### config.mk
export PLATFORM = sky130hd
export DESIGN_NAME = vendor_cmd_handler
export DESIGN_NICKNAME = d
export VERILOG_FILES = /design/src/hdl/reply_shifter.v /design/src/hdl/vendor_cmd_handler.v
export VERILOG_INCLUDE_DIRS = /design/src /design/src/hdl
export SDC_FILE = /design/constraint.sdc
export NUM_CORES = 1
export LEC_CHECK = 0
export BUFFER_PORTS_ARGS = -buffer_cell sky130_fd_sc_hd__buf_2
export CAP_MARGIN = 40
export CORE_MARGIN = 4
export CORE_UTILIZATION = 35
export CTS_BUF_LIST = sky130_fd_sc_hd__clkbuf_4 sky130_fd_sc_hd__clkbuf_8
export CTS_CLUSTER_DIAMETER = 120
export DETAILED_ROUTE_END_ITERATION = 7
export HOLD_SLACK_MARGIN = 0.08
export PLACE_DENSITY = 0.56
export SLEW_MARGIN = 20
export SYNTH_ARGS = -nofsm -noshare
export SYNTH_HDL_FRONTEND = slang
export SYNTH_SLANG_ARGS = --single-unit
### constraint.sdc
create_clock -name ref_clk -period 7.93 [get_ports ref_clk]
set_clock_uncertainty 0.15 [all_clocks]
set_input_delay 0.3965 -clock ref_clk [delete_from_list [all_inputs] [get_ports ref_clk]]
set_output_delay 0.3965 -clock ref_clk [all_outputs]
set_load 0.005 [all_outputs]
### src/hdl/vendor_cmd_defs.vh
// constants for the rectifier vendor command handler
`ifndef VENDOR_CMD_DEFS_VH
`define VENDOR_CMD_DEFS_VH
`define CMD_LED_ON 8'hD2
`define CMD_LED_OFF 8'hD3
`define CMD_WR_UNLOCK 8'hD6
`define CMD_WR_LOCK 8'hD7
`define CMD_LATCH_MODE 8'hD8
`define CMD_AUTO_RETRY 8'hD9
`define CMD_ISO_TEST 8'hDA
`define CMD_READ_INPUT 8'hDC
`define CMD_READ_FW 8'hDD
`define CMD_READ_TIMER 8'hDE
`define CMD_FAN_SET 8'hDF
`define CMD_FAN_RELEASE 8'hE0
`define CMD_READ_FAN 8'hE1
`define FAN_FULL_PCT 8'h64
`define VIN_OFFSET_V 8'h4B
`define CLK_HZ 125000000
`define LED_ON_S 7
`define LED_OFF_S 2
`define UNLOCK_MS 10
`define RETRY_DELAY_S 1
`define RETRY_WINDOW_S 60
`define RESTART_OFF_S 2
`define OV_RETRY_MAX 3
`define LV_THRESH_V 36
`define STATUS2_RESTART_OK_BIT 2
`define CNT_LED_ON (`LED_ON_S * `CLK_HZ)
`define CNT_LED_OFF (`LED_OFF_S * `CLK_HZ)
`define CNT_UNLOCK (`UNLOCK_MS * (`CLK_HZ / 1000))
`define CNT_RETRY (`RETRY_DELAY_S * `CLK_HZ)
`define CNT_WINDOW (`RETRY_WINDOW_S * `CLK_HZ)
`define CNT_RESTART_OFF (`RESTART_OFF_S * `CLK_HZ)
`endif

### src/hdl/reply_shifter.v
// reply byte sequencer: count, data bytes low first, then checksum
`timescale 1ns/1ps
module reply_shifter (
  // clock and reset
  input wire ref_clk,
  input wire rst_b,
  input wire clk_en,
  // load side
  input wire load,
  input wire [2:0] count,
  input wire [39:0] data,
  // drain side
  input wire next_byte,
  output reg [7:0] byte_out,
  output reg byte_valid,
  output reg last
);
  reg [2:0] total;
  reg [2:0] idx;
  reg [39:0] shreg;
  reg [7:0] crc;
  wire [7:0] cur = (idx == 3'd0) ? {5'h00, total} : shreg[7:0];
  function [7:0] crc8;
    input [7:0] c;
    input [7:0] d;
    integer i;
    reg [7:0] r;
    begin
      r = c ^ d;
      for (i = 0; i < 8; i = i + 1) begin
        r = r[7] ? ((r << 1) ^ 8'h07) : (r << 1);
      end
      crc8 = r;
    end
  endfunction
  always @(posedge ref_clk or negedge rst_b) begin
    if (!rst_b) begin
      total <= 3'h0;
      idx <= 3'h0;
      shreg <= 40'h0;
      crc <= 8'h00;
      byte_out <= 8'h00;
      byte_valid <= 1'b0;
      last <= 1'b0;
    end else if (clk_en) begin
      if (load) begin
        total <= count;
        idx <= 3'h0;
        shreg <= data;
        crc <= 8'h00;
        byte_valid <= 1'b1;
        byte_out <= {5'h00, count};
        last <= 1'b0;
      end else if (byte_valid && next_byte) begin
        if (last) begin
          byte_valid <= 1'b0;
          last <= 1'b0;
        end else if (idx == total) begin
          // checksum byte closes the reply; count excludes it
          byte_out <= crc8(crc, cur);
          last <= 1'b1;
        end else begin
          crc <= crc8(crc, cur);
          if (idx != 3'd0) begin
            shreg <= {8'h00, shreg[39:8]};
          end
          idx <= idx + 3'd1;
          byte_out <= (idx == 3'd0) ? shreg[7:0] : shreg[15:8];
        end
      end
    end
  end
endmodule // reply_shifter

### src/hdl/vendor_cmd_handler.v
// vendor command handler of the rectifier management interface
//
// Summary of operation
// - LED identify on: both LEDs 7s lit, 2s dark
// - LED identify off: both LEDs dark together while in run state
// - protected memory writes locked until unlock
// - unlock takes effect about 10ms later
// - lock command withdraws protected write permission
// - limit mode above 36V blinks output LED
// - below 36V in limit: no hiccup, unit stays on, output LED lit
// - latch mode holds off after OV, OT, OC
// - latched unit restarts after 2s off event
// - restart clears alarms, sets restart flag
// - auto-retry is default, command restores it
// - OV: two 1s-delayed retries, third OV latches
// - fewer than 3 OV in window resets count
// - isolation failure is information, not fault
// - input readout: voltage minus 75V, power
// - firmware readout: primary, DSP, bus micro bytes
// - run timer hours returned low byte first
// - fan override only raises fan duty
// - fan release returns control to internal logic
// - fan readout: percent plus three speeds, zero absent
// - long replies: count, low byte first, checksum
// - restart flag sits in status-2 bit 2
`timescale 1ns/1ps
`include "vendor_cmd_defs.vh"
module vendor_cmd_handler #(
  parameter CNT_LED_ON = `CNT_LED_ON,
  parameter CNT_LED_OFF = `CNT_LED_OFF,
  parameter CNT_UNLOCK = `CNT_UNLOCK,
  parameter CNT_RETRY = `CNT_RETRY,
  parameter CNT_WINDOW = `CNT_WINDOW,
  parameter CNT_RESTART_OFF = `CNT_RESTART_OFF
) (
  // clock and reset; rst_b models loss of internal bias
  input wire ref_clk,
  input wire rst_b,
  input wire clk_en,
  // decoded command from the bus engine, same clock
  input wire cmd_valid,
  input wire [7:0] cmd_code,
  input wire [7:0] cmd_data,
  // telemetry inputs, same clock
  input wire [7:0] vin_volts,
  input wire [15:0] pin_watts,
  input wire [7:0] vout_volts,
  input wire [7:0] fw_primary,
  input wire [7:0] fw_dsp,
  input wire [7:0] fw_bus,
  input wire [23:0] run_hours,
  input wire [7:0] fan_internal_pct,
  input wire [7:0] fan1_rpm,
  input wire [7:0] fan2_rpm,
  input wire [7:0] fan3_rpm,
  // protection events, same clock
  input wire in_limit,
  input wire ov_trip,
  input wire ot_trip,
  input wire oc_trip,
  input wire restart_ok,
  input wire iso_done,
  input wire iso_pass,
  // off requests: the two pins sampled twice, op_off used directly
  input wire remote_off_pin,
  input wire module_absent_pin,
  input wire op_off,
  // reply bytes
  input wire reply_next,
  output reg [7:0] reply_byte,
  output reg reply_valid,
  output reg reply_last,
  // front panel and power stage
  output reg led_output,
  output reg led_input,
  output reg unit_on,
  output reg latched_off,
  output reg latch_mode,
  output reg protect_wr_en,
  output reg [7:0] fan_duty_pct,
  output reg alarms_clear,
  output reg status2_restart_ok,
  output reg iso_test_start,
  output reg iso_failed_info,
  output reg iso_ok,
  output reg internal_fault,
  output reg led_identify
);
  localparam S_RUN = 4'b0001;
  localparam S_RETRY = 4'b0010;
  localparam S_LATCH = 4'b0100;
  localparam S_OFF = 4'b1000;
  reg [3:0] state;
  reg [31:0] led_cnt, unlock_cnt, win_cnt, dly_cnt, off_cnt;
  reg led_phase, led_quiet, unlock_pend, fan_override, win_open, blink_div, rs_load;
  reg [7:0] fan_host_pct;
  reg [1:0] ov_count;
  reg rem_s1, rem_s2, abs_s1, abs_s2;
  reg [23:0] blink_cnt;
  reg [2:0] rs_count;
  reg [39:0] rs_data;
  wire [7:0] rs_byte;
  wire rs_valid, rs_last;
  wire fast = (vout_volts > `LV_THRESH_V);
  wire off_req = rem_s2 | abs_s2 | op_off;
  wire fault_trip = ov_trip | ot_trip | oc_trip;
  wire restart_evt = (state == S_OFF && !off_req && off_cnt >= CNT_RESTART_OFF) ||
                     (state == S_LATCH && cmd_valid && cmd_code == `CMD_AUTO_RETRY);
  wire [7:0] vin_rel = vin_volts - `VIN_OFFSET_V;
  wire [7:0] fan_eff = (fan_override && fan_host_pct > fan_internal_pct) ?
                       fan_host_pct : fan_internal_pct;
  // second-stage flops only are read downstream
  always @(posedge ref_clk or negedge rst_b) begin
    if (!rst_b) begin
      rem_s1 <= 1'b0;
      rem_s2 <= 1'b0;
      abs_s1 <= 1'b0;
      abs_s2 <= 1'b0;
    end else if (clk_en) begin
      rem_s1 <= remote_off_pin;
      rem_s2 <= rem_s1;
      abs_s1 <= module_absent_pin;
      abs_s2 <= abs_s1;
    end
  end
  // command decoding and reply loading
  always @(posedge ref_clk or negedge rst_b) begin
    if (!rst_b) begin
      led_identify <= 1'b0;
      led_quiet <= 1'b0;
      latch_mode <= 1'b0;
      unlock_pend <= 1'b0;
      protect_wr_en <= 1'b0;
      fan_override <= 1'b0;
      fan_host_pct <= 8'h00;
      iso_test_start <= 1'b0;
      rs_load <= 1'b0;
      rs_count <= 3'h0;
      rs_data <= 40'h0;
      unlock_cnt <= 32'h0;
    end else if (clk_en) begin
      iso_test_start <= 1'b0;
      rs_load <= 1'b0;
      led_quiet <= (state == S_RUN) && (led_quiet || (cmd_valid && cmd_code == `CMD_LED_OFF));
      if (unlock_pend) begin
        if (unlock_cnt == CNT_UNLOCK - 1) begin
          unlock_pend <= 1'b0;
          protect_wr_en <= 1'b1;
        end else begin
          unlock_cnt <= unlock_cnt + 32'h1;
        end
      end
      if (cmd_valid) begin
        case (cmd_code)
          `CMD_LED_ON: led_identify <= 1'b1;
          `CMD_LED_OFF: led_identify <= 1'b0;
          `CMD_WR_UNLOCK: begin
            unlock_pend <= 1'b1;
            unlock_cnt <= 32'h0;
          end
          `CMD_WR_LOCK: begin
            unlock_pend <= 1'b0;
            protect_wr_en <= 1'b0;
          end
          `CMD_LATCH_MODE: latch_mode <= 1'b1;
          `CMD_AUTO_RETRY: latch_mode <= 1'b0;
          `CMD_ISO_TEST: iso_test_start <= 1'b1;
          `CMD_READ_INPUT: begin
            rs_load <= 1'b1;
            rs_count <= 3'd3;
            rs_data <= {16'h0, pin_watts, vin_rel};
          end
          `CMD_READ_FW: begin
            rs_load <= 1'b1;
            rs_count <= 3'd3;
            rs_data <= {16'h0, fw_bus, fw_dsp, fw_primary};
          end
          `CMD_READ_TIMER: begin
            rs_load <= 1'b1;
            rs_count <= 3'd3;
            rs_data <= {16'h0, run_hours};
          end
          `CMD_FAN_SET: begin
            fan_override <= 1'b1;
            fan_host_pct <= (cmd_data > `FAN_FULL_PCT) ? `FAN_FULL_PCT : cmd_data;
          end
          `CMD_FAN_RELEASE: fan_override <= 1'b0;
          `CMD_READ_FAN: begin
            rs_load <= 1'b1;
            rs_count <= 3'd4;
            // absent fans report zero rpm at their inputs
            rs_data <= {8'h0, fan3_rpm, fan2_rpm, fan1_rpm, fan_eff};
          end
          default: ;
        endcase
      end
    end
  end
  // identify cycle of both front LEDs
  always @(posedge ref_clk or negedge rst_b) begin
    if (!rst_b) begin
      led_cnt <= 32'h0;
      led_phase <= 1'b0;
    end else if (clk_en) begin
      if (!led_identify) begin
        led_cnt <= 32'h0;
        led_phase <= 1'b1;
      end else if (led_phase && led_cnt == CNT_LED_ON - 1) begin
        led_cnt <= 32'h0;
        led_phase <= 1'b0;
      end else if (!led_phase && led_cnt == CNT_LED_OFF - 1) begin
        led_cnt <= 32'h0;
        led_phase <= 1'b1;
      end else begin
        led_cnt <= led_cnt + 32'h1;
      end
    end
  end
  // output LED blink divider for limit indication
  always @(posedge ref_clk or negedge rst_b) begin
    if (!rst_b) begin
      blink_cnt <= 24'h0;
      blink_div <= 1'b0;
    end else if (clk_en) begin
      blink_cnt <= blink_cnt + 24'h1;
      if (blink_cnt == 24'hFFFFFF) begin
        blink_div <= ~blink_div;
      end
    end
  end
  // shutdown, retry and latch handling
  always @(posedge ref_clk or negedge rst_b) begin
    if (!rst_b) begin
      state <= S_RUN;
      ov_count <= 2'd0;
      win_cnt <= 32'h0;
      win_open <= 1'b0;
      dly_cnt <= 32'h0;
      off_cnt <= 32'h0;
      alarms_clear <= 1'b0;
      status2_restart_ok <= 1'b0;
    end else if (clk_en) begin
      alarms_clear <= 1'b0;
      if (win_open) begin
        if (win_cnt == CNT_WINDOW - 1) begin
          win_open <= 1'b0;
          ov_count <= 2'd0;
        end else begin
          win_cnt <= win_cnt + 32'h1;
        end
      end
      if ((state == S_RUN && restart_ok) || restart_evt) begin
        alarms_clear <= 1'b1;
        status2_restart_ok <= 1'b1;
      end
      case (state)
        S_RUN: begin
          if (off_req) begin
            state <= S_OFF;
          end else if (ov_trip && !latch_mode) begin
            dly_cnt <= 32'h0;
            if (!win_open) begin
              win_open <= 1'b1;
              win_cnt <= 32'h0;
            end
            if (ov_count == `OV_RETRY_MAX - 1) begin
              state <= S_LATCH;
            end else begin
              ov_count <= ov_count + 2'd1;
              state <= S_RETRY;
            end
          end else if (fault_trip && latch_mode) begin
            state <= S_LATCH;
          end else if (fault_trip) begin
            dly_cnt <= 32'h0;
            state <= S_RETRY;
          end
        end
        S_RETRY: begin
          if (dly_cnt == CNT_RETRY - 1) begin
            state <= S_RUN;
          end else begin
            dly_cnt <= dly_cnt + 32'h1;
          end
        end
        S_LATCH: begin
          off_cnt <= 32'h0;
          if (cmd_valid && cmd_code == `CMD_AUTO_RETRY) begin
            state <= S_RUN;
            ov_count <= 2'd0;
          end else if (off_req) begin
            state <= S_OFF;
          end
        end
        S_OFF: begin
          if (off_req) begin
            if (off_cnt != CNT_RESTART_OFF) begin
              off_cnt <= off_cnt + 32'h1;
            end
          end else if (off_cnt >= CNT_RESTART_OFF) begin
            state <= S_RUN;
            ov_count <= 2'd0;
            off_cnt <= 32'h0;
          end else begin
            // too short an off time leaves the unit latched
            state <= S_LATCH;
          end
        end
        default: state <= S_RUN;
      endcase
    end
  end
  // registered outputs
  always @(posedge ref_clk or negedge rst_b) begin
    if (!rst_b) begin
      led_output <= 1'b0;
      led_input <= 1'b0;
      unit_on <= 1'b0;
      latched_off <= 1'b0;
      fan_duty_pct <= 8'h00;
      iso_failed_info <= 1'b0;
      iso_ok <= 1'b0;
      internal_fault <= 1'b0;
      reply_byte <= 8'h00;
      reply_valid <= 1'b0;
      reply_last <= 1'b0;
    end else if (clk_en) begin
      unit_on <= (state == S_RUN);
      latched_off <= (state == S_LATCH);
      fan_duty_pct <= fan_eff;
      if (led_identify) begin
        led_output <= led_phase;
        led_input <= led_phase;
      end else if (led_quiet) begin
        led_output <= 1'b0;
        led_input <= 1'b0;
      end else if (state == S_RUN && in_limit && fast) begin
        led_output <= blink_div;
        led_input <= 1'b1;
      end else begin
        led_output <= (state == S_RUN);
        led_input <= 1'b1;
      end
      if (iso_done) begin
        iso_ok <= iso_pass;
        iso_failed_info <= ~iso_pass;
      end
      internal_fault <= 1'b0;
      reply_byte <= rs_byte;
      reply_valid <= rs_valid;
      reply_last <= rs_valid & rs_last;
    end
  end
  reply_shifter u_reply (
    .ref_clk(ref_clk),
    .rst_b(rst_b),
    .clk_en(clk_en),
    .load(rs_load),
    .count(rs_count),
    .data(rs_data),
    .next_byte(reply_next),
    .byte_out(rs_byte),
    .byte_valid(rs_valid),
    .last(rs_last)
  );
endmodule // vendor_cmd_handler

==> metrics, run 1 <==
status finished clean; Worst Hold Endpoint rs_data[6]$_DFFE_PN0P_; r2r setup slk 4.45 ns; standard-cell rows 80; Setup crit end kind register; Critical Path, Cell by Cell dlygate4sd3_1 > buf_4 > buf_4 > and2_1 > nand2_1 > or3_1 > a311oi_1 > a21oi_1 > dlygate4sd3_1; Num CTS Buffers 58; via-per-instance ratio 5.22; initial DRC count 1,008; R2R Path End off_cnt[13]$_DFFE_PN0P_; DRT Pass-1 Iters 8; Synth async-reset ratio 100%; most frequent cells in the layout dfrtp_1, nor2_1, nand2_1; CTS clk-pin slew, worst paths 0.06 ns; synth warn 0; CP bufs+invs 4; area leader, netlist dfrtp_1; fill count 4,712; core area 47,800 µm²; Initial Util 35.4%; Die ar. 52,000 µm²; DIE HEIGHT 228 µm; min-delay worst type input port to register; clk sinks 328; initial antenna violation count 1; top_reg_cell synth dfrtp_1; R2R cell count 7; Root Buffer clkbuf_8; R2R Path Start off_cnt[31]$_DFFE_PN0P_; Routability Congestion 0.848; slew margin rel. 44.1%; H-tree depth 2; final worst-path cycle share 47.5%; top cell type's share of synthesized area 48.3%; Tmin final 3.76 ns; Setup TNS 0 ns; Syn Nets 1,953; Crit Path Max Fanout 46; slowest CP cell a311oi_1; global-route wire length before repair 75,500 µm; # nets final 2,226; Via Count 14,200; flop and latch count out of synthesis 328; Arr. time, crit path 4.14 ns; routed wire length 45,800 µm; Worst Setup Start Kind input port; ranking of synthesized cells by area dfrtp_1, xor2_1, nor2_1, nand2_1, xnor2_1; slowest stage delay, CP 0.65 ns; final hold vios 0; Die Wd 228 µm; share of layout cells above drive strength 1 16.6%; worst skew pair latency 0.66 ns; Max-Cap Viols 0; VDD IR max 0.0990 mV; Worst Max-Slew Pin Slew 0.818 ns; input/output buffers 172; top-level I/O count 174; Worst Hold Depth 5; hold path startpoint fw_primary[6]; leading cell type in the layout, fill and taps excluded dfrtp_1; drt wl/cell 16.8 µm; number of global-route vias before repair 14,200; RSZ-0062 raised after global routing false; crit-path leading delay family buffers and inverters; final slew viol count 0; required time worst endpoint 8.31 ns; EDFF count, synth 0; Final Util 43.4%; DRT antenna net count 0; Fmax achieved 266 MHz; gr ovfl total 0; Setup CP Type input port to register; area of the mapped netlist 16,900 µm²; clk buf depth 3; DR DRC count 0; synth-to-layout area growth 22.5%; Final Setup Violations 0; Yosys cell types 77; largest net degree at the start of global routing 102; overall routing resource usage 17.3%; Syn Area/Cell 9.46 µm²; TritonCTS clock tree done; Seq/Total Area, Yosys 48.4%; Pleak 0.00929 µW; setup bufs post-CTS 0; post-DP HPWL 31,900 µm; Post-Syn Instances 1,792; Power Density 209 nW/µm²
[area by class of cell]
type	count	area [µm²]	area share, %
Antenna cell	2	5.00	0.0241
Multi-Input combinational cell	1353	8350	40.3
Sequential cell	328	8210	39.6
Timing Repair Buffer	288	2040	9.85
Clock buffer	90	1140	5.49
Inverter	36	135	0.651
Tap cell	615	769	3.71
Clock inverter	10	93.8	0.452
[worst min-delay path, stage by stage]
cell	delay (ns)
buf_2	0.08
a22oi_1	0.06
nor2_1	0.14
a211oi_1	0.10
o22ai_1	0.11
[worst max-delay path by stage]
stage / start / endpoint / cells past startpoint
floorplan: dly_cnt[0]$_DFFE_PN0P_ / dly_cnt[21]$_DFFE_PN0P_ / 8
global placement: clk_en / dly_cnt[22]$_DFFE_PN0P_ / 9
detailed placement: state[1]$_DFFE_PN0P_ / off_cnt[13]$_DFFE_PN0P_ / 6
CTS: clk_en / fan_host_pct[2]$_DFFE_PN0P_ / 9
global route: clk_en / fan_host_pct[2]$_DFFE_PN0P_ / 9
finish: clk_en / fan_host_pct[2]$_DFFE_PN0P_ / 9
[metrics by stage]
step	power [µW]	hold slack [ns]	instances	setup slack, ns	area [µm²]
2_1_floorplan	2380	-0.0491	1792	5.25	16900
3_3_place_gp	2630	0.302	2522	4.45	18500
3_5_place_dp	2650	0.307	2528	4.35	18600
4_1_cts	4390	0.0844	2714	4.30	20700
5_1_grt	4570	0.135	2721	3.96	20700
6_report	4330	0.134	2722	4.17	20800
[cell usage after synthesis, types with 5 or more instances]
cell / instances
nand4_1: 60
nor2b_1: 15
clkbuf_1: 65
nor3_1: 25
o221ai_1: 7
nor3b_1: 7
o21ai_0: 85
o31ai_1: 14
nand2b_1: 8
a21o_1: 8
or3_1: 17
and4_1: 9
a21oi_1: 49
buf_1: 5
a22o_1: 15
a32oi_1: 5
xnor2_1: 72
o21ai_1: 16
nor4b_1: 10
ha_1: 18
o2bb2ai_1: 5
a211oi_1: 5
dfrtp_1: 327
and2_1: 7
xor2_1: 106
inv_1: 35
mux2i_1: 40
mux2_2: 19
or4_1: 7
a222oi_1: 17
nor2_1: 247
o21a_1: 5
nand4b_1: 5
nand3_1: 94
a31oi_1: 29
nand2_1: 205
and3_1: 34
a22oi_1: 8
nor4_1: 17
[metal layers]
| layer | vias to the layer above | track usage [%] | wire length [µm] |
|---|---|---|---|
| met5 | - | 0 | 0 |
| met4 | 0 | 5.15 | 1000 |
| met3 | 70 | 2.93 | 2100 |
| met2 | 336 | 27.1 | 20300 |
| met1 | 6879 | 24.8 | 22400 |
| li1 | 6936 | - | - |
[what timing repair did]
action | CTS | global route
gates resized for setup | 0 | 0
hold buffers | 86 | 0
hold endpoints to repair | 163 | 0
[sequential cells by signal (all words and copies together) (netlist names), 2 cells and up]
name,cells
dly_cnt,32
led_cnt,32
off_cnt,32
rs_data,32
u_reply.shreg,32
unlock_cnt,32
win_cnt,32
blink_cnt,24
fan_duty_pct,8
fan_host_pct,8
reply_byte,8
u_reply.byte_out,8
u_reply.crc,8
state,4
u_reply.idx,3
ov_count,2
rs_count,2
u_reply.total,2
[power by group]
group	switching [µW]	internal (µW)
registers	158	1830
clock network	722	942
logic	361	315
total	1240	3090
[cells by family after synthesis]
kind of cell    synth area share (%)
simple gates                    22.9
flops                           48.4
compound gates                  12.0
xor+xnor                        9.20
buf+inv                         2.51
mux                             3.63
fa+ha+maj                       1.33
other cells                   0.0221
Power figures use the tool's default switching activity.
==> run 2: changes to the inputs <==
--- a/config.mk
+++ b/config.mk
@@ -14,7 +14,7 @@
 export CTS_CLUSTER_DIAMETER = 120
 export DETAILED_ROUTE_END_ITERATION = 7
 export HOLD_SLACK_MARGIN = 0.08
-export PLACE_DENSITY = 0.56
+export PLACE_DENSITY = 0.58
 export SLEW_MARGIN = 20
 export SYNTH_ARGS = -nofsm -noshare
 export SYNTH_HDL_FRONTEND = slang
==> constraint.sdc (replaced) <==
create_clock -name ref_clk -period 3.15 [get_ports ref_clk]
set_clock_uncertainty 0.15 [all_clocks]
set_input_delay 0.1575 -clock ref_clk [delete_from_list [all_inputs] [get_ports ref_clk]]
set_output_delay 0.1575 -clock ref_clk [all_outputs]
set_load 0.005 [all_outputs]
==> metrics, run 2 (synthesis gave the netlist of run 1 again) <==
Final Util 44.6%; slowest CP cell dlygate4sd3_1; slowest stage delay, CP 0.57 ns; worst skew pair latency 0.65 ns; Tmin final 2.96 ns; Placed Area 18,800 µm²; Crit Path Max Fanout 3; status finished clean; drt wl/cell 16.5 µm; final worst-path cycle share 94.1%; Worst Hold Endpoint led_output$_DFFE_PN0P_; VDD IR max 0.334 mV; standard-cell rows 80; leading cell type in the layout, fill and taps excluded dfrtp_1; final slew viol count 0; fin area 21,400 µm²; R2R Path End rs_data[0]$_DFFE_PN0P_; Worst Setup Start Kind register; Via Count 14,500; overall routing resource usage 17.3%; final hold vios 0; initial DRC count 1,243; slew margin rel. 49.8%; Max-Cap Viols 0; required time worst endpoint 3.52 ns; core area 47,800 µm²; Arr. time, crit path 3.33 ns; synth-to-layout area growth 26.0%; Die ar. 52,000 µm²; number of global-route vias before repair 14,500; DR DRC count 0; input/output buffers 172; top-level I/O count 174; Root Buffer clkbuf_8; Final Setup Violations 0; DRT antenna net count 0; largest net degree at the start of global routing 73; Die Wd 228 µm; gr ovfl total 0; fill count 4,532; post-DP HPWL 31,600 µm; Worst Hold Depth 4; Fmax achieved 337 MHz; Pleak 0.00959 µW; hold path startpoint in_limit; initial antenna violation count 1; # nets final 2,284; DRT Pass-1 Iters 8; DIE HEIGHT 228 µm; via-per-instance ratio 5.22; most frequent cells in the layout dfrtp_1, nor2_1, nand2_1; Setup TNS 0 ns; TritonCTS clock tree done; R2R Path Start fan_host_pct[1]$_DFFE_PN0P_; share of layout cells above drive strength 1 17.3%; CTS clk-pin slew, worst paths 0.06 ns; Num CTS Buffers 58; Initial Util 35.4%; most used cell along the critical path o221ai_1; H-tree depth 2; Power Density 520 nW/µm²; Critical Path, Cell by Cell ha_1 > nor2b_1 > o21a_1 > o21ai_0 > a21oi_1 > o221ai_1 > buf_4 > mux2i_1 > o221ai_1 > dlygate4sd3_1; global-route wire length before repair 75,300 µm; Worst Max-Slew Pin Slew 0.753 ns; Setup crit end kind register; clk sinks 328; Routability Congestion 0.869; R2R cell count 10; routed wire length 45,900 µm; min-delay worst type input port to register; clk buf depth 3; Setup CP Type register to register; r2r setup slk 0.19 ns; RSZ-0062 raised after global routing false
==> run 2: cell count changes in the layout (fill, tap and decap cells not counted), moves of 2 or more <==
| cell | before | now |
|---|---|---|
| buf_12 | 2 | 6 |
| buf_2 | 170 | 172 |
| buf_4 | 22 | 41 |
| clkbuf_2 | 3 | 0 |
| clkinv_2 | 6 | 9 |
| dlygate4sd3_1 | 86 | 124 |
==> run 2: repair_timing <==
action | CTS | global route
hold buffers | 125 | 0
endpoints found under the setup margin | 0 | 9
hold endpoints to repair | 465 | 0
setup buffers | 0 | 0
resized for setup | 0 | 1
==> run 2: per-stage QoR <==
| step | worst slack (ns) | power [µW] | std cells | hold WS, ns |
|---|---|---|---|---|
| floorplan | 0.466 | 5990 | 1792 | -0.288 |
| global placement | 0.221 | 6670 | 2550 | 0.0735 |
| detailed placement | 0.178 | 6710 | 2553 | 0.0718 |
| CTS | 0.167 | 11300 | 2783 | 0.0807 |
| global route | 0.0368 | 11700 | 2784 | 0.129 |
| finish | 0.186 | 11100 | 2784 | 0.137 |
==> run 2: critical path, delay by kind of cell (launching register included) <==
family	cells	cell delay, ns
AO/OA/AOI/OAI	5	0.82
buffers and inverters	2	0.76
flip-flops	1	0.40
adder cells (fa/ha/maj)	1	0.30
multiplexers	1	0.27
AND/OR/NAND/NOR	1	0.14
==> run 2: layout make-up <==
class	count	area, µm²	share of cell area, %
Inverter	36	135	0.633
Clock inverter	13	123	0.574
Clock buffer	92	1160	5.43
Multi-Input combinational cell	1353	8360	39.1
Timing Repair Buffer	346	2600	12.2
Sequential cell	328	8210	38.4
Tap cell	615	769	3.60
Antenna cell	1	2.50	0.0117
==> run 2: how the worst max path moves through the flow <==
| stage | from | to | slack, ns |
|---|---|---|---|
| floorplan | dly_cnt[0]$_DFFE_PN0P_ | dly_cnt[21]$_DFFE_PN0P_ | 0.47 |
| global placement | off_cnt[11]$_DFFE_PN0P_ | off_cnt[17]$_DFFE_PN0P_ | 0.22 |
| detailed placement | off_cnt[3]$_DFFE_PN0P_ | off_cnt[17]$_DFFE_PN0P_ | 0.18 |
| CTS | off_cnt[3]$_DFFE_PN0P_ | off_cnt[17]$_DFFE_PN0P_ | 0.17 |
| global route | off_cnt[31]$_DFFE_PN0P_ | off_cnt[8]$_DFFE_PN0P_ | 0.04 |
| finish | fan_host_pct[1]$_DFFE_PN0P_ | rs_data[0]$_DFFE_PN0P_ | 0.19 |
==> run 2: power by group <==
| group | switching, µW | total (µW) | internal, µW |
|---|---|---|---|
| Combinational | 927 | 1790 | 866 |
| Sequential | 390 | 5000 | 4610 |
| Clock | 1820 | 4320 | 2500 |
| Total | 3140 | 11100 | 7970 |
==> run 2: per-layer routing <==
layer  GRT usage [%]  part of all wire [%]  vias up
met5               0                     0        -
met4            5.22                   2.5        0
met3            3.42                   5.1       81
met2            27.8                    45      351
met1            23.7                    47     7025
li1                -                     -     7078
==> run 3: changes to the inputs <==
--- a/config.mk
+++ b/config.mk
@@ -8,13 +8,14 @@
 export LEC_CHECK = 0
 export BUFFER_PORTS_ARGS = -buffer_cell sky130_fd_sc_hd__buf_2
 export CAP_MARGIN = 40
-export CORE_MARGIN = 4
+export CORE_MARGIN = 3
 export CORE_UTILIZATION = 35
 export CTS_BUF_LIST = sky130_fd_sc_hd__clkbuf_4 sky130_fd_sc_hd__clkbuf_8
 export CTS_CLUSTER_DIAMETER = 120
 export DETAILED_ROUTE_END_ITERATION = 7
 export HOLD_SLACK_MARGIN = 0.08
-export PLACE_DENSITY = 0.58
+export PLACE_DENSITY = 0.56
+export SKIP_CTS_REPAIR_TIMING = 1
 export SLEW_MARGIN = 20
 export SYNTH_ARGS = -nofsm -noshare
 export SYNTH_HDL_FRONTEND = slang
==> metrics, run 3 (synthesis gave the netlist of run 1 again) <==
overall routing resource usage 17.1%; Int Power 7720 µW; CTS clk-pin slew, worst paths 0.06 ns; slowest stage delay, CP 0.54 ns; final slew viol count 0; ant diodes 0; core area 47,100 µm²; TritonCTS clock tree done; DR DRC count 0; R2R cell count 8; slowest CP cell or4_1; RSZ-0062 raised after global routing false; final hold vios 0; Arr. time, crit path 3.31 ns; CP bufs+invs 1; standard-cell rows 79; largest net degree at the start of global routing 91; fin area 21,000 µm²; routed wire length 45,000 µm; slew margin rel. 52.6%; Pleak 0.00944 µW; Worst Hold Depth 6; # nets final 2,272; number of global-route vias before repair 13,700; initial DRC count 1,042; share of layout cells above drive strength 1 17.1%; H-tree depth 2; Fmax achieved 340 MHz; switching share of power 28.2%; Routability Congestion 0.823; Die ar. 51,100 µm²; crit-path leading delay family simple AND/OR/NAND/NOR gates; placed cell count 2,549; fill count 4,534; gr ovfl total 0; most frequent cells in the layout dfrtp_1, nor2_1, nand2_1; R2R Path End off_cnt[6]$_DFFE_PN0P_; Setup CP Type register to register; Psw 3020 µW; Max-Cap Viols 0; Worst Max-Slew Pin Slew 0.704 ns; drt wl/cell 16.4 µm; leading cell type in the layout, fill and taps excluded dfrtp_1; r2r setup slk 0.21 ns; Initial Util 35.9%; VDD IR max 0.284 mV; final worst-path cycle share 93.5%; final non-filler cell total 2,753; register area 8210 µm²; min-delay worst type input port to register; via-per-instance ratio 5.26; initial antenna violation count 0; input/output buffers 172; Placed Area 18,800 µm²; Crit Path Max Fanout 17; required time worst endpoint 3.51 ns; synth-to-layout area growth 24.1%; worst skew pair latency 0.64 ns; Setup TNS 0 ns; Final Setup Violations 0; Root Buffer clkbuf_8; Worst Setup Start Kind register; Critical Path, Cell by Cell or4_1 > nor4_1 > or4b_1 > o22a_2 > nand2_1 > buf_4 > o21ai_1 > o41ai_1; clk sinks 328; Worst Hold Endpoint rs_data[31]$_DFFE_PN0P_; status finished clean; global-route wire length before repair 71,500 µm; post-DP HPWL 31,300 µm; Num CTS Buffers 56; DRT antenna net count 0; clock power share 36.9%; hold path startpoint cmd_code[7]; top-level I/O count 174; R2R Path Start off_cnt[3]$_DFFE_PN0P_; Via Count 14,500; clk buf depth 3; DRT Pass-1 Iters 7; Power Density 511 nW/µm²; Tmin final 2.94 ns; area of the multi-input gates 8360 µm²; Flop pwr share 46.5%; share of total power in combinational logic 16.6%; DIE HEIGHT 226 µm; Setup crit end kind register; Die Wd 226 µm
[run 3: stage by stage]
stage / setup slack [ns] / util [%] / total power (µW) / hold WS (ns)
detailed placement: 0.163 / 39.8 / 6720 / 0.0162
global route: 0.0802 / 44.6 / 11400 / 0.114
global placement: 0.245 / 39.8 / 6680 / 0.0159
floorplan: 0.466 / - / 5990 / -0.288
finish: 0.205 / 44.6 / 10700 / 0.112
CTS: 0.136 / 42.2 / 10800 / -0.688
[run 3: layout make-up]
cell class | count | share of cell area, %
clock buffer | 85 | 4.94
inverter | 36 | 0.643
clock inverter | 8 | 0.458
sequential | 328 | 39.0
timing repair buffer | 336 | 11.6
tap | 607 | 3.61
multi-input combinational | 1353 | 39.7
[run 3: worst max-delay path by stage]
stage | startpoint | to | depth (start not counted)
2_1_floorplan | dly_cnt[0]$_DFFE_PN0P_ | dly_cnt[21]$_DFFE_PN0P_ | 8
3_3_place_gp | off_cnt[2]$_DFFE_PN0P_ | off_cnt[13]$_DFFE_PN0P_ | 8
3_5_place_dp | off_cnt[2]$_DFFE_PN0P_ | off_cnt[13]$_DFFE_PN0P_ | 8
4_1_cts | off_cnt[2]$_DFFE_PN0P_ | off_cnt[6]$_DFFE_PN0P_ | 8
5_1_grt | fan_host_pct[1]$_DFFE_PN0P_ | rs_data[7]$_DFFE_PN0P_ | 9
6_report | off_cnt[3]$_DFFE_PN0P_ | off_cnt[6]$_DFFE_PN0P_ | 8
[run 3: power groups by stage]
stage	combinational, µW	sequential [µW]	clock [µW]
after floorplan	1030	4960	0
after global placement	1620	5060	0
after detailed placement	1650	5070	0
after CTS	1660	5000	4100
after global routing	1990	5060	4300
final	1790	5000	3960
[run 3: worst reg2reg max path, stage by stage, from the launching register on]
cell and delay [ns]:
dfrtp_1 0.42, or4_1 0.54, nor4_1 0.31, or4b_1 0.54
o22a_2 0.37, nand2_1 0.10, buf_4 0.22, o21ai_1 0.10
o41ai_1 0.07
[run 3: per-layer routing]
layer / routed length (µm) / up-vias / global-route usage (%) / share of wire, %
met5: 0 / - / 0 / 0
met4: 919 / 0 / 4.30 / 2.0
met3: 2620 / 74 / 4.38 / 5.8
met2: 20100 / 338 / 25.8 / 45
met1: 21400 / 7054 / 24.5 / 47
li1: - / 7022 / - / -
